[src/hw/slsd_pkg.sv]
// Constants shared by the serial latched sink driver and its bit FIFO.
// Summary of operation
// - Each rising edge of the serial clock shifts the register by one place, taking in the serial input level; an edge that finds the bit FIFO full is lost.
// - The serial input enters the first of the eight register stages.
// - The last register stage drives the serial output for the next device in a chain.
// - While the latch strobe is high each latch copies its register stage.
// - The latches follow every new register value while the strobe is high and hold once it drops.
// - Output enable high turns all eight sink outputs off whatever the latches hold.
// - Output enable never alters the latch contents.
// - With output enable low each sink output follows its own latch bit.
// - There are eight sink outputs, numbered zero to seven, one per latch bit.
package slsd_pkg;

   // Structure
   localparam int STAGES      = 8;
   localparam int FIFO_DEPTH  = 32;
   localparam int FIFO_WIDTH  = 1;

   // Reset values
   localparam logic [STAGES-1:0] SHIFT_RESET = 8'h00;
   localparam logic [STAGES-1:0] LATCH_RESET = 8'h00;
   localparam logic [7:0]        COUNT_IDLE  = 8'hff;

   // Timing, in the core clock
   localparam int CLK_PERIOD_NS           = 25;
   localparam int SHIFT_TO_STROBE_GAP_NS  = 100;
   localparam int BLANK_PULSE_NS          = 4500;
   // Least times round up to whole cycles
   localparam logic [7:0] GAP_CYCLES =
      8'((SHIFT_TO_STROBE_GAP_NS + CLK_PERIOD_NS - 1) / CLK_PERIOD_NS);
   localparam logic [7:0] BLANK_CYCLES =
      8'((BLANK_PULSE_NS + CLK_PERIOD_NS - 1) / CLK_PERIOD_NS);

endpackage

[src/hw/slsd_driver.sv]
// Serial-in shift register, transparent latches and blanked sink outputs.
`timescale 1ns/1ps
module slsd_driver
   import slsd_pkg::*;
(
   input  wire logic                        core_clk,
   input  wire logic                        rst_n,
   input  wire logic                        serialClk,
   input  wire logic                        serialIn,
   input  wire logic                        latchStrobe,
   input  wire logic                        outEnableN,
   input  wire logic                        shiftHold,
   output logic [slsd_pkg::STAGES-1:0]      sink_outputs,
   output logic                             serialOut,
   output logic                             bitReady,
   output logic                             bitOverrun,
   output logic                             gapViolation,
   output logic                             blankShort,
   output logic                             bypassShiftWarn
);
   import slsd_pkg::*;

   // Datapath overview:
   //  - the clock, data, strobe and enable pins pass two flops; a third flop marks clock, strobe and enable edges
   //  - a serial clock rise pushes the synchronised data bit into the
   //    bit FIFO, which the register drains one bit per core cycle
   //  - the FIFO decouples pin timing from shiftHold back-pressure; a
   //    bit that arrives while it is full is lost and flagged
   //  - the latch copies the register's next value while the strobe is
   //    high, so an open latch never lags the register by a cycle
   //  - blanking gates only the sink outputs, never the latch contents
   //  - timing monitors watch the controller and never alter behaviour
   // Limitation: each synchronised pin lags by two core cycles, so pin pulses
   // shorter than one core cycle may be missed altogether.

   // Rising edge of a synchronised level, used for several pins
   function automatic logic rise(input logic prev, input logic cur);
      rise = cur && !prev;
   endfunction

   // Saturating cycle counter step
   function automatic logic [7:0] bump(input logic [7:0] cnt);
      bump = (cnt == COUNT_IDLE) ? cnt : cnt + 8'h01;
   endfunction

   // Least-time test shared by the strobe gap and blank pulse monitors
   function automatic logic tooShort(input logic [7:0] cnt,
                                     input logic [7:0] least);
      tooShort = cnt < least;
   endfunction

   // Pin synchronisers, first stage read only by the second
   logic clkMeta_q;
   logic clkSync_q;
   logic clkPrev_q;
   logic dataMeta_q;
   logic dataSync_q;
   logic strobeMeta_q;
   logic strobeSync_q;
   logic strobePrev_q;
   logic oeMeta_q;
   logic oeSync_q;
   logic oePrev_q;

   // Datapath state
   logic [STAGES-1:0] shift_q;
   logic [STAGES-1:0] shift_d;
   logic [STAGES-1:0] latch_q;
   logic [STAGES-1:0] latch_d;
   logic              serialOut_q;

   // FIFO handshake
   logic                  clkEdge;
   logic                  fifoInReady;
   logic                  fifoOutValid;
   logic [FIFO_WIDTH-1:0] fifoOutData;
   logic                  popBit;

   // Timing monitors
   logic [7:0] gapCnt_q;
   logic [7:0] gapCnt_d;
   logic [7:0] blankCnt_q;
   logic [7:0] blankCnt_d;
   logic       strobeRise;
   logic       oeRise;
   logic       oeFall;
   logic       overrun_q;
   logic       gapViol_q;
   logic       blankShort_q;
   logic       bypassWarn_q;

   // Serial clock pin synchroniser; idles low like a stopped clock
   always_ff @(posedge core_clk or negedge rst_n) begin
      if (!rst_n) begin
         clkMeta_q <= 1'b0;
         clkSync_q <= 1'b0;
      end else begin
         clkMeta_q <= serialClk;
         clkSync_q <= clkMeta_q;
      end
   end

   // Serial data synchroniser, same depth as the clock path
   always_ff @(posedge core_clk or negedge rst_n) begin
      if (!rst_n) begin
         dataMeta_q <= 1'b0;
         dataSync_q <= 1'b0;
      end else begin
         dataMeta_q <= serialIn;
         dataSync_q <= dataMeta_q;
      end
   end

   // Latch strobe synchroniser; idles low like its pull-down
   always_ff @(posedge core_clk or negedge rst_n) begin
      if (!rst_n) begin
         strobeMeta_q <= 1'b0;
         strobeSync_q <= 1'b0;
      end else begin
         strobeMeta_q <= latchStrobe;
         strobeSync_q <= strobeMeta_q;
      end
   end

   // Output enable synchroniser; resets high so sinks start dark
   always_ff @(posedge core_clk or negedge rst_n) begin
      if (!rst_n) begin
         oeMeta_q <= 1'b1;
         oeSync_q <= 1'b1;
      end else begin
         oeMeta_q <= outEnableN;
         oeSync_q <= oeMeta_q;
      end
   end

   // Previous serial clock level for the rise detector
   always_ff @(posedge core_clk or negedge rst_n) begin
      if (!rst_n) begin
         clkPrev_q <= 1'b0;
      end else begin
         clkPrev_q <= clkSync_q;
      end
   end

   // Previous strobe level, idle low as the pin
   always_ff @(posedge core_clk or negedge rst_n) begin
      if (!rst_n) begin
         strobePrev_q <= 1'b0;
      end else begin
         strobePrev_q <= strobeSync_q;
      end
   end

   // Previous enable level; matches its reset so no false edge
   always_ff @(posedge core_clk or negedge rst_n) begin
      if (!rst_n) begin
         oePrev_q <= 1'b1;
      end else begin
         oePrev_q <= oeSync_q;
      end
   end

   // Edge decode; data travels through the same depth so stays aligned
   assign clkEdge    = rise(clkPrev_q, clkSync_q);
   assign strobeRise = rise(strobePrev_q, strobeSync_q);
   assign oeRise     = rise(oePrev_q, oeSync_q);
   assign oeFall     = rise(oeSync_q, oePrev_q);

   // Captured bits queue here so a stalled register drops none until the FIFO is full
   slsd_fifo #(
      .WIDTH (FIFO_WIDTH),
      .DEPTH (FIFO_DEPTH)
   ) slsd_fifo_i (
      .clk      (core_clk),
      .rst_n    (rst_n),
      .inValid  (clkEdge),
      .inReady  (fifoInReady),
      .inData   (dataSync_q),
      .outValid (fifoOutValid),
      .outReady (!shiftHold),
      .outData  (fifoOutData)
   );

   assign popBit   = fifoOutValid && !shiftHold;
   assign bitReady = fifoInReady;

   // Serial input enters stage zero, every stage moves up one
   assign shift_d = popBit ? {shift_q[STAGES-2:0], fifoOutData[0]}
                           : shift_q;

   // Transparent latch follows the next register value, so the
   // latches track a shift in the very cycle it happens
   assign latch_d = strobeSync_q ? shift_d : latch_q;

   // Shift register state
   always_ff @(posedge core_clk or negedge rst_n) begin
      if (!rst_n) begin
         shift_q <= SHIFT_RESET;
      end else begin
         shift_q <= shift_d;
      end
   end

   // Latch state; the enable never reaches this path
   always_ff @(posedge core_clk or negedge rst_n) begin
      if (!rst_n) begin
         latch_q <= LATCH_RESET;
      end else begin
         latch_q <= latch_d;
      end
   end

   // Registered copy of the last stage, moving with the register
   always_ff @(posedge core_clk or negedge rst_n) begin
      if (!rst_n) begin
         serialOut_q <= 1'b0;
      end else begin
         serialOut_q <= shift_d[STAGES-1];
      end
   end

   assign serialOut = serialOut_q;

   // One gated sink per latch bit, no clock in the path
   genvar gi;
   generate
      for (gi = 0; gi < STAGES; gi++) begin : g_sink
         // Blanking masks the output only, never the latch
         assign sink_outputs[gi] = latch_q[gi] && !oeSync_q;
      end
   endgenerate

   // Cycles since the last serial clock edge, saturating; counting
   // from one lets a strobe exactly the least gap after an edge pass
   assign gapCnt_d = clkEdge ? 8'h01 : bump(gapCnt_q);

   // Length of the current output enable high pulse
   assign blankCnt_d = oeRise   ? 8'h01 :
                       oeSync_q ? bump(blankCnt_q) : blankCnt_q;

   // Gap counter starts saturated, so no false flag after reset
   always_ff @(posedge core_clk or negedge rst_n) begin
      if (!rst_n) begin
         gapCnt_q <= COUNT_IDLE;
      end else begin
         gapCnt_q <= gapCnt_d;
      end
   end

   // Blank pulse counter, also starting saturated
   always_ff @(posedge core_clk or negedge rst_n) begin
      if (!rst_n) begin
         blankCnt_q <= COUNT_IDLE;
      end else begin
         blankCnt_q <= blankCnt_d;
      end
   end

   // Bit lost: serial clock edge while the FIFO was full
   always_ff @(posedge core_clk or negedge rst_n) begin
      if (!rst_n) begin
         overrun_q <= 1'b0;
      end else begin
         overrun_q <= clkEdge && !fifoInReady;
      end
   end

   // Strobe raised with, or too soon after, a serial clock edge
   always_ff @(posedge core_clk or negedge rst_n) begin
      if (!rst_n) begin
         gapViol_q <= 1'b0;
      end else begin
         gapViol_q <= strobeRise
                      && (clkEdge || tooShort(gapCnt_q, GAP_CYCLES));
      end
   end

   // Enable high pulse ended before its least width
   always_ff @(posedge core_clk or negedge rst_n) begin
      if (!rst_n) begin
         blankShort_q <= 1'b0;
      end else begin
         blankShort_q <= oeFall
                         && tooShort(blankCnt_q, BLANK_CYCLES);
      end
   end

   // Shift while latches are open and the sinks are lit
   always_ff @(posedge core_clk or negedge rst_n) begin
      if (!rst_n) begin
         bypassWarn_q <= 1'b0;
      end else begin
         bypassWarn_q <= clkEdge && strobeSync_q && !oeSync_q;
      end
   end

   assign bitOverrun      = overrun_q;
   assign gapViolation    = gapViol_q;
   assign blankShort      = blankShort_q;
   assign bypassShiftWarn = bypassWarn_q;

endmodule

[src/hw/slsd_fifo.sv]
// Parameterised FIFO holding sampled serial bits ahead of the register.
`timescale 1ns/1ps
module slsd_fifo #(
   parameter int WIDTH = 1,
   parameter int DEPTH = 32
) (
   input  wire logic             clk,
   input  wire logic             rst_n,
   input  wire logic             inValid,
   output logic                  inReady,
   input  wire logic [WIDTH-1:0] inData,
   output logic                  outValid,
   input  wire logic             outReady,
   output logic [WIDTH-1:0]      outData
);
   localparam int AW = $clog2(DEPTH);

   logic [WIDTH-1:0] mem [DEPTH];
   logic [AW:0]      wrPtr_q;
   logic [AW:0]      rdPtr_q;
   logic             pushEn;
   logic             popEn;
   logic             ptrMsbDiff;
   logic             ptrLowSame;

   // Extra pointer bit tells full from empty
   assign ptrMsbDiff = wrPtr_q[AW] != rdPtr_q[AW];
   assign ptrLowSame = wrPtr_q[AW-1:0] == rdPtr_q[AW-1:0];
   assign inReady    = !(ptrMsbDiff && ptrLowSame);
   assign outValid   = !(!ptrMsbDiff && ptrLowSame);
   assign pushEn     = inValid && inReady;
   assign popEn      = outValid && outReady;
   assign outData    = mem[rdPtr_q[AW-1:0]];

   // Storage needs no reset; only entries behind the pointers are read
   always_ff @(posedge clk) begin
      if (pushEn) begin
         mem[wrPtr_q[AW-1:0]] <= inData;
      end
   end

   // Pointer update
   always_ff @(posedge clk or negedge rst_n) begin
      if (!rst_n) begin
         wrPtr_q <= '0;
         rdPtr_q <= '0;
      end else begin
         if (pushEn) begin
            wrPtr_q <= wrPtr_q + 1'b1;
         end
         if (popEn) begin
            rdPtr_q <= rdPtr_q + 1'b1;
         end
      end
   end

endmodule

[config.mk]
export PLATFORM = sky130hd
export DESIGN_NAME = slsd_driver
export DESIGN_NICKNAME = d
export VERILOG_FILES = /design/src/hw/slsd_pkg.sv /design/src/hw/slsd_driver.sv /design/src/hw/slsd_fifo.sv
export SDC_FILE = /design/constraint.sdc
export NUM_CORES = 1
export LEC_CHECK = 0
export BUFFER_PORTS_ARGS = -buffer_cell sky130_fd_sc_hd__buf_4
export CORE_AREA = 2 2 108 89
export DETAILED_ROUTE_END_ITERATION = 10
export DIE_AREA = 0 0 110 91
export PLACE_DENSITY = 0.66
export SYNTH_ARGS = -nofsm -noshare
export SYNTH_HDL_FRONTEND = slang
export SYNTH_HIERARCHICAL = 1
export SYNTH_SLANG_ARGS = --single-unit
[constraint.sdc]
create_clock -name core_clk -period 3.2 [get_ports core_clk]
set_input_delay 0.16 -clock core_clk [delete_from_list [all_inputs] [get_ports core_clk]]
set_output_delay 0.16 -clock core_clk [all_outputs]
set_load 0.02 [all_outputs]
Word level (Yosys, flattened, before mapping)
Memories as Yosys holds them, arrays and structs flattened. Index checks and enable logic that the tools add are counted.

Register bits: 60. Latch bits: 0. Bits in writable memories: 32. Memory bits (read-only): 0. Input port bits: 7. Output and inout bits: 14. Memories kept: 1.

Add/subtract/negate cells: 4. Multiply operators: 0. Divide/modulo/power cells: 0. Magnitude comparators: 2. Equality and inequality tests: 6. Shifts and indexed selects: 0. Mux-type cells: 8. Bitwise logic cells: 0. Reduce and logical (&&, ||, !) cells: 32.

Memories: slsd_fifo_i.mem (depth 32, bits a word 1, read ports 1, clocked after Yosys merged registers in 0, write ports 1, RTL line slsd_fifo.sv:18) `logic [WIDTH-1:0] mem [DEPTH];`.

Operator list (count): 2-to-1 mux 8 bit (6); logical AND 1 bit (21); adder 8 x 1 -> 8 bit (second input constant) (2); == test 8 bit (second input constant) (2); adder 6 x 1 -> 6 bit (second input constant) (2); logical NOT 1 bit (8); less-than comparator 8 x 3 -> 1 bit (second input constant) (1); less-than comparator 8 bit (second input constant) (1); == test 5 bit (1); != test 2 bit (second input constant) (2); 2-to-1 mux 1 bit (2); AND reduction 2 bit (1); nonzero test 2 bit (1); logical OR 1 bit (1); != test 1 bit (1).

Longest topological paths before layout
Gate-level depths: netlist (run 1).

Depth after elaboration: 6. Depth in mapped cells: 9. Depth with buffers taken out: 6.

Modules after synthesis
The synthesis (run 1) kept the hierarchy.

By module, submodules not included: slsd_fifo (times used 1, cells each 185, area each 2230.9 sq um, seq. area each 1261.2 sq um); slsd_driver (times used 1, cells each 167, area each 2129.5 sq um, seq. area each 1199.9 sq um).

Least setup slack after synthesis (run 1)
Ideal clock, no wire load.

Path type: reg-to-reg. Start: register slsd_fifo_i.rdPtr_q[0]. End: register latch_q[0]. Data arrival time: 2.120 ns. Data required time: 3.075 ns. Slack: 0.955 ns. Cell stages (with the launch flop): 10. Buffers on the path: 3. Cells stage by stage: dfrtp_1 buf_2 xnor2_2 nand3_2 buf_6 or2_2 nor2b_1 buf_6 mux2_4 mux2_4.

Cells in the longest elaborated chain, start to end: 5. Elaborated cells between the ends (all ways): 6.

Ends and longest elaborated chain: from (decl) (RTL line slsd_fifo.sv:20) `logic [AW:0] rdPtr_q;`; from (signal assigned) (RTL line slsd_fifo.sv:52) `rdPtr_q <= rdPtr_q + 1'b1;`; == test 5 bit (RTL line slsd_fifo.sv:28) `assign ptrLowSame = wrPtr_q[AW-1:0] == rdPtr_q[AW-1:0];`; logical AND 1 bit (RTL line slsd_fifo.sv:30) `assign outValid = !(!ptrMsbDiff && ptrLowSame);`; logical NOT 1 bit (RTL line slsd_fifo.sv:30); via fifoOutValid (RTL line slsd_driver.sv:75) `logic fifoOutValid;`; logical AND 1 bit (RTL line slsd_driver.sv:184) `assign popBit = fifoOutValid && !shiftHold;`; 2-to-1 mux 8 bit (RTL line slsd_driver.sv:188) `assign shift_d = popBit ? {shift_q[STAGES-2:0], fifoOutData[0]}`; via shift_d[0] (RTL line slsd_driver.sv:67) `logic [STAGES-1:0] shift_d;`; to (signal assigned) (RTL line slsd_driver.sv:209) `latch_q <= latch_d;`; to (decl) (RTL line slsd_driver.sv:68) `logic [STAGES-1:0] latch_q;`.

The timed path passes the listed nets, and every way through them passes these cells. A chain may end at the register's enable or synchronous reset.

Worst setup path after layout (run 1)
Start: register slsd_fifo_i.rdPtr_q[1]. End: register latch_q[2].

The elaborated chain is that of the path after synthesis.

==> results of run 1 <==
[layout by cell type (no fill, tap or decap), types with 13 or more instances in the layout]
cell type and count:
dfrtp_1 40, nor2_1 38, edfxtp_1 32, buf_4 21, dfstp_2 19, mux2i_1 18, mux2_4 16, xnor2_1 14
nand3_1 13, nand2_1 13
[registers in the layout, summed over array words and instances (netlist names), 6 cells and up]
signal / count
blankCnt_q: 8
gapCnt_q: 8
latch_q: 8
shift_q: 7
slsd_fifo_i/mem: 32
slsd_fifo_i/rdPtr_q: 6
slsd_fifo_i/wrPtr_q: 6
[layer usage]
layer | routed length (um) | vias up | global-route usage [%]
li1 | - | 1316 | -
met4 | 33 | 0 | 5.06
met3 | 465 | 2 | 5.17
met1 | 3890 | 1352 | 26.3
met5 | 0 | - | 0
met2 | 3640 | 58 | 24.1
[critical path: stages (launching register included)]
cell and delay [ns]:
dfrtp_1 0.51, xnor2_1 0.19, nand3_2 0.28, or2_2 0.17
nor2b_1 0.78, mux2_4 0.37, mux2_4 0.26
[metrics by stage]
stage / hold slack (ns) / instance area [um2] / total power [W] / worst slack [ns] / utilization (%)
detailed placement: 0.270 / 4550 / 0.00303 / 0.537 / 51.2
finish: 0.182 / 4820 / 0.00385 / 0.532 / 54.2
CTS: 0.164 / 4820 / 0.00388 / 0.532 / 54.2
global placement: 0.269 / 4550 / 0.00299 / 0.590 / 51.2
global route: 0.175 / 4820 / 0.00408 / 0.349 / 54.2
floorplan: -0.136 / 4360 / 0.00274 / 0.955 / -
[worst max path at each step]
stage,slack [ns],depth (start not counted),startpoint,endpoint
3_3_place_gp,0.59,6,slsd_fifo_i/wrPtr_q[2],latch_q[7]
5_1_grt,0.35,6,slsd_fifo_i/wrPtr_q[2],latch_q[2]
6_report,0.53,6,slsd_fifo_i/rdPtr_q[1],latch_q[2]
4_1_cts,0.53,6,slsd_fifo_i/rdPtr_q[1],latch_q[2]
2_1_floorplan,0.95,9,slsd_fifo_i/rdPtr_q[0],latch_q[0]
3_5_place_dp,0.54,6,slsd_fifo_i/wrPtr_q[2],latch_q[7]
[where the power goes]
group          internal (W)  switching [W]
clock network      0.000447       0.000386
logic              0.000623       0.000624
registers           0.00147       0.000306
total               0.00254        0.00132
[final cells by class]
class	count	area [um2]	area share (%)
Sequential cell	91	2460	51.1
Multi-Input combinational cell	235	1760	36.6
Timing Repair Buffer	26	208	4.31
Clock buffer	12	176	3.66
Tap cell	115	144	2.99
Clock inverter	4	45.0	0.935
Inverter	6	22.5	0.467
[synthesized netlist by cell type, drive strengths merged]
cell type,number
a41oi,3
a21bo,1
clkbuf,7
o221a,1
nand2,13
nand4,5
o211a,1
xnor2,15
nor3,2
o21ai,10
nor2b,12
o2111ai,1
buf,13
dfrtp,40
mux2,18
a211oi,5
o311a,1
nand2b,6
inv,6
or2,2
a311oi,1
edfxtp,32
ha,7
mux2i,18
and3,6
a21boi,2
a22oi,3
or3b,2
nand3b,5
and4b,2
nor4,1
nor2,38
and4,7
a31o,2
and3b,1
nand3,16
xor2,1
dfstp,19
a31oi,5
o211ai,7
o21bai,2
nor3b,2
a21oi,8
and2,2
or3,1
[kinds of logic after synthesis]
family | count (synthesis) | synth area share, %
flip-flops | 91 | 56.4
AO/OA/AOI/OAI | 53 | 9.18
AND/OR/NAND/NOR | 123 | 15.7
adder cells (fa/ha/maj) | 7 | 2.01
multiplexers | 36 | 10.2
buffers and inverters | 26 | 3.16
XOR/XNOR | 16 | 3.39
[timing repair]
item,4_1_cts,5_1_grt
setup endpoints to repair,0,0
hold buffers,5,0
hold endpoints to repair,44,0
==> results by group, run 1 <==
Global routing
  – Tot GR Track Use: 17.4%
  – Vias in the first global route: 2580
  – Largest net degree at the start of global routing: 60
  – Initial antenna violation count: 0
  – Grt total ovfl: 0
  – First-pass GRT wire length: 13.2 mm

Routing
  – Via count: 2728
  – Routed Antenna Nets: 0
  – Via-to-Cell Ratio: 5.58
  – Post-DR wirelength/cell: 16.4 um
  – Routed WL: 8.02 mm
  – # DRC: 0
  – 1st-pass router iterations: 5
  – Initial DRC count: 209

Critical path
  – R2R cell count: 6
  – R2R setup slack: 0.53 ns
  – Worst-path maximum fanout: 15
  – CP required: 3.44 ns
  – RR Endpoint: latch_q[2]
  – Critical Path Sink Type: flop
  – WP data arrival: 2.91 ns
  – CP Class: reg2reg
  – R2R Path Start: slsd_fifo_i/rdPtr_q[1]
  – Crit start category: flop

STA
  – Final setup vio count: 0
  – Worst-Margin Slew: 0.992 ns
  – Hold Fails Final Rpt: 0
  – Slew headroom: 33.7%
  – Clock Skews: 0.0105 ns
  – Pins Over Slew Limit: 0
  – Final Cycle Share: 83.4%
  – Fmax: 375 MHz
  – Fin Setup TNS: 0 ns
  – RSZ-0062 raised after global routing: no
  – Fin crit period: 2.67 ns

Outcome
  – Status: complete, no violations

Place
  – Placer Congestion: 0.888
  – Dpl hpwl: 5.19 mm
  – Placed insts: 468
  – Port Buffer Count: 20

Yosys
  – Seq/Total Area, Yosys: 56.4%
  – Synthesized flop and latch total: 91
  – Top cells by area, synth: dfrtp_1, edfxtp_1, dfstp_2
  – Yosys cell types: 56
  – Cells after synthesis: 352
  – Mapped cell area: 4360 um2
  – Cell taking the most area after synthesis: dfrtp_1
  – Mean Syn Cell Area: 12.4 um2
  – Syn nets: 366
  – Post-synth top area share: 23.0%
  – Ys Warns: 6

Floorplan
  – Die area: 10000 um2
  – Core ar.: 8880 um2
  – Initial Utilization: 49.1%
  – Num rows: 31
  – Die Wd: 110 um
  – IO Count: 21
  – Die height: 91 um

CTS
  – H-tree Lvls: 3
  – Post-CTS Setup Bufs: 0
  – Sink Count: 91
  – Maximum clock insertion buffer count: 2
  – Clk_lat worst skew: 0.36 ns
  – CTS buffer count: 9
  – Root Driver: clkbuf_8
  – Clock transition at path regs: 0.09 ns
  – TritonCTS clock tree: done
  – Post-CTS sizing: 0

Power
  – Pwr Density: 799 nW/um2
  – Worst ir drop on vdd: 359 uV
  – Leakage: 1.90 nW

Final layout
  – Filler instances: 746
  – Layout Cells excl Fill: 489
  – Area growth, synth to finish: 10.5%
  – Nets: 383
  – Antenna diodes: 0
  – Layout cell share with drive strength beyond 1: 24.3%

Hold path
  – Worst hold path depth: 4
  – Worst Hold Path EP: slsd_fifo_i/rdPtr_q[3]
  – HP Start: shiftHold
  – Worst Hold Class: in2reg

Flow run
  – Maxcap violations: 0
No activity file was read; power rests on OpenSTA's default activity.
==> run 2, diff against run 1 <==
- ABC_AREA: default -> 1
- CORE_AREA: 2 2 108 89 -> 2 2 110 91
- DIE_AREA: 0 0 110 91 -> 0 0 112 93
- clock period: 3.2 -> 2.6 ns (I/O delays scaled with it)
==> run 2 against run 1 <==
Die area grew 4.1%. Power grew 24%. Synthesized cell count grew 50%. Routed wire length grew 9.5%. Fmax grew 27%. Sequential share of layout area shrank 3.0 points. Highest routed layer unchanged. Setup slack lost 0.025 ns. Utilization grew 0.35 points. Register-to-register slack lost 0.02 ns.
==> results by group, run 2 <==
Power
  – Pwr Density: 932 nW/um2 (was 799 nW/um2)
  – Worst ir drop on vdd: 615 uV (was 359 uV)
  – Leakage: 2.36 nW (was 1.90 nW)

Yosys
  – Post-synth top area share: 22.0% (was 23.0%)
  – Mapped cell area: 4550 um2 (was 4360 um2)
  – Count leader, synth: nand2_1 (was dfrtp_1)
  – Post-synth EDFFs: 32 (unchanged)
  – Ys flop type: dfrtp_1 (unchanged)
  – Asr flop ratio synth: 64.8% (unchanged)
  – Top cells by area, synth: dfrtp_1, edfxtp_1, nand2_1 (was dfrtp_1, edfxtp_1, dfstp_2)
  – Syn nets: 541 (was 366)
  – Cell taking the most area after synthesis: dfrtp_1 (unchanged)
  – Post-synth top cells: nand2_1, inv_1, nand3_1, dfrtp_1, nor3_1 (was dfrtp_1, nor2_1, edfxtp_1, dfstp_2, mux2i_1)
  – Cells after synthesis: 527 (was 352)
  – Mean Syn Cell Area: 8.63 um2 (was 12.4 um2)
  – Synthesized flop and latch total: 91 (unchanged)
  – Ys Warns: 6 (unchanged)
  – Yosys cell types: 34 (was 56)
  – Seq/Total Area, Yosys: 54.1% (was 56.4%)

Final layout
  – Nets: 564 (was 383)
  – Most common cell after layout, fill and taps aside: nand2_1 (was dfrtp_1)
  – Commonest non-fill, non-tap cells in the layout: nand2_1, inv_1, nand3_1 (was dfrtp_1, nor2_1, edfxtp_1)
  – Layout cell share with drive strength beyond 1: 15.3% (was 24.3%)
  – Antenna diodes: 0 (unchanged)
  – Layout Cells excl Fill: 674 (was 489)
  – Largest register FFs: 32 (unchanged)
  – Area growth, synth to finish: 12.4% (was 10.5%)

STA
  – Worst-Margin Slew: 0.862 ns (was 0.992 ns)
  – Clock Skews: 0.00840 ns (was 0.0105 ns)
  – Final WS setup: 0.507 ns (was 0.532 ns)
  – Pins Over Slew Limit: 0 (unchanged)
  – Fin crit period: 2.09 ns (was 2.67 ns)
  – Fin Setup TNS: 0 ns (unchanged)
  – Hold Fails Final Rpt: 0 (unchanged)
  – Final Cycle Share: 80.5% (was 83.4%)
  – Slew headroom: 42.5% (was 33.7%)
  – RSZ-0062 raised after global routing: no (unchanged)
  – Fmax: 478 MHz (was 375 MHz)
  – Final setup vio count: 0 (unchanged)

Critical path
  – CP Class: reg2reg (unchanged)
  – Crit start category: flop (unchanged)
  – CP required: 2.86 ns (was 3.44 ns)
  – Crit-path slowest cell: dfrtp_1 (was nor2b_1)
  – Critical Path Sink Type: flop (unchanged)
  – WP data arrival: 2.35 ns (was 2.91 ns)
  – Worst Path Buf+Inv: 1 (was 0)
  – Worst-path maximum fanout: 14 (was 15)
  – Cell-by-cell listing of the critical path: inv_2 -> nand2_1 -> nand2_1 -> nor2_2 -> nand4_2 -> nand2_2 -> nor2_1 -> a21oi_1 -> nand2_1 -> o21ai_0 (was xnor2_1 -> nand3_2 -> or2_2 -> nor2b_1 -> mux2_4 -> mux2_4)
  – R2R setup slack: 0.51 ns (was 0.53 ns)
  – CP dominant cell by count: nand2_1 (was mux2_4)
  – Cell family with most CP delay: simple AND/OR/NAND/NOR gates (unchanged)
  – Critical path's largest stage delay: 0.50 ns (was 0.78 ns)

Routing
  – WL met2: 4.11 mm (was 3.64 mm)
  – Via-to-Cell Ratio: 5.04 (was 5.58)
  – Via count: 3395 (was 2728)
  – Routed Antenna Nets: 0 (unchanged)
  – Met1 WL: 4.22 mm (was 3.89 mm)
  – Initial DRC count: 159 (was 209)
  – 1st-pass router iterations: 4 (was 5)
  – # DRC: 0 (unchanged)
  – Routed WL: 8.79 mm (was 8.02 mm)
  – Post-DR wirelength/cell: 13.0 um (was 16.4 um)
  – Met3 WL post-DR: 373 um (was 465 um)
  – Highest metal used: met4 (unchanged)

Hold path
  – Worst Hold Class: in2reg (unchanged)

Flow run
  – Maxcap violations: 0 (unchanged)

CTS
  – H-tree Lvls: 3 (unchanged)
  – Maximum clock insertion buffer count: 2 (unchanged)
  – Clock transition at path regs: 0.06 ns (was 0.09 ns)
  – CTS buffer count: 9 (unchanged)
  – Clk_lat worst skew: 0.34 ns (was 0.36 ns)
  – TritonCTS clock tree: done (unchanged)
  – Sink Count: 91 (unchanged)
  – Root Driver: clkbuf_16 (was clkbuf_8)

Floorplan
  – Die area: 10400 um2 (was 10000 um2)
  – Die height: 93 um (was 91 um)
  – Num rows: 32 (was 31)
  – IO Count: 21 (unchanged)
  – Die Wd: 112 um (was 110 um)
  – Initial Utilization: 48.6% (was 49.1%)
  – Core ar.: 9370 um2 (was 8880 um2)

Place
  – Place WS: 0.536 ns (was 0.537 ns)
  – Placed insts: 653 (was 468)
  – Port Buffer Count: 20 (unchanged)
  – Dpl hpwl: 5.98 mm (was 5.19 mm)
  – Placer Congestion: 0.872 (was 0.888)

Global routing
  – Tot GR Track Use: 18.5% (was 17.4%)
  – Initial antenna violation count: 0 (unchanged)
  – Grt total ovfl: 0 (unchanged)
  – Largest net degree at the start of global routing: 60 (unchanged)
  – Vias in the first global route: 3279 (was 2580)
  – First-pass GRT wire length: 15.3 mm (was 13.2 mm)

Outcome
  – Status: complete, no violations (unchanged)
## run 2: cell types whose count changed in the layout (fill, tap and decap cells not counted), sizes merged, moves of 18 or more
cell / previous run / this run
inv: 6 / 69
mux2: 18 / 0
mux2i: 18 / 0
nand2: 13 / 162
nand3: 16 / 57
nor3: 2 / 36
## run 2: stage by stage
stage	utilization, %	total power, W	hold slack [ns]	cell area, um2
final	54.6	0.00477	0.145	5110
after detailed placement	50.9	0.00350	0.238	4770
after global routing	54.6	0.00512	0.169	5110
after global placement	50.9	0.00346	0.235	4770
after CTS	54.6	0.00481	0.141	5110
after floorplan	-	0.00312	-0.166	4550
## run 2: report_power, final
part | internal [W] | switching (W) | total, W
sequential | 0.00176 | 0.000265 | 0.00203
combinational | 0.000506 | 0.000950 | 0.00146
clock | 0.000748 | 0.000535 | 0.00128
total | 0.00302 | 0.00175 | 0.00477
## run 2: cells by family after synthesis
kind of cell / Yosys count / share of synthesized area, %
and+or+nand+nor: 301 / 29.6
DFF: 91 / 54.1
buffers and inverters: 90 / 8.75
AOI/OAI and AO/OA: 26 / 3.19
xor gates and xnor gates: 12 / 2.48
adders and majority gates: 7 / 1.93
## run 2: what timing repair did
| item | in CTS | in global routing |
|---|---|---|
| endpoints found under the setup margin | 0 | 0 |
| resized for setup | 0 | 0 |
| endpoints found under the hold margin | 44 | 0 |
| hold buffers | 5 | 0 |
| buffers inserted | 0 | 0 |
## run 2: worst paths after layout
| check | startpoint | endpoint | depth (start not counted) |
|---|---|---|---|
| hold / removal | shiftHold | slsd_fifo_i/rdPtr_q[4] | 4 |
| hold reg to reg | dataMeta_q | dataSync_q | 0 |
| min in group asynchronous | rst_n | slsd_fifo_i/rdPtr_q[4] | 2 |
| setup reg to reg | slsd_fifo_i/rdPtr_q[1] | latch_q[6] | 10 |
| max in group asynchronous | rst_n | clkPrev_q | 2 |
| setup / recovery | slsd_fifo_i/rdPtr_q[1] | latch_q[6] | 10 |
## run 2: final cells by class
type                            instances  area [um2]
Sequential cell                        91        2460
Multi-Input combinational cell        346        1690
Clock buffer                           11         233
Inverter                               72         270
Fill cell                             863        4250
Clock inverter                          5        61.3
Timing Repair Buffer                   30         250
Tap cell                              119         149
## run 2: worst register-to-register path, delay by kind of cell (launching register included)
| family | cells | cell delay [ns] |
|---|---|---|
| buffers and inverters | 1 | 0.17 |
| flip-flops | 1 | 0.50 |
| AND/OR/NAND/NOR | 7 | 1.12 |
| AO/OA/AOI/OAI | 2 | 0.23 |
## run 2: layer usage
metal,vias to the layer above,GRT usage [%]
li1,1733,-
met1,1604,25.1
met2,51,29.6
met3,7,5.57
met4,0,4.47
met5,-,0
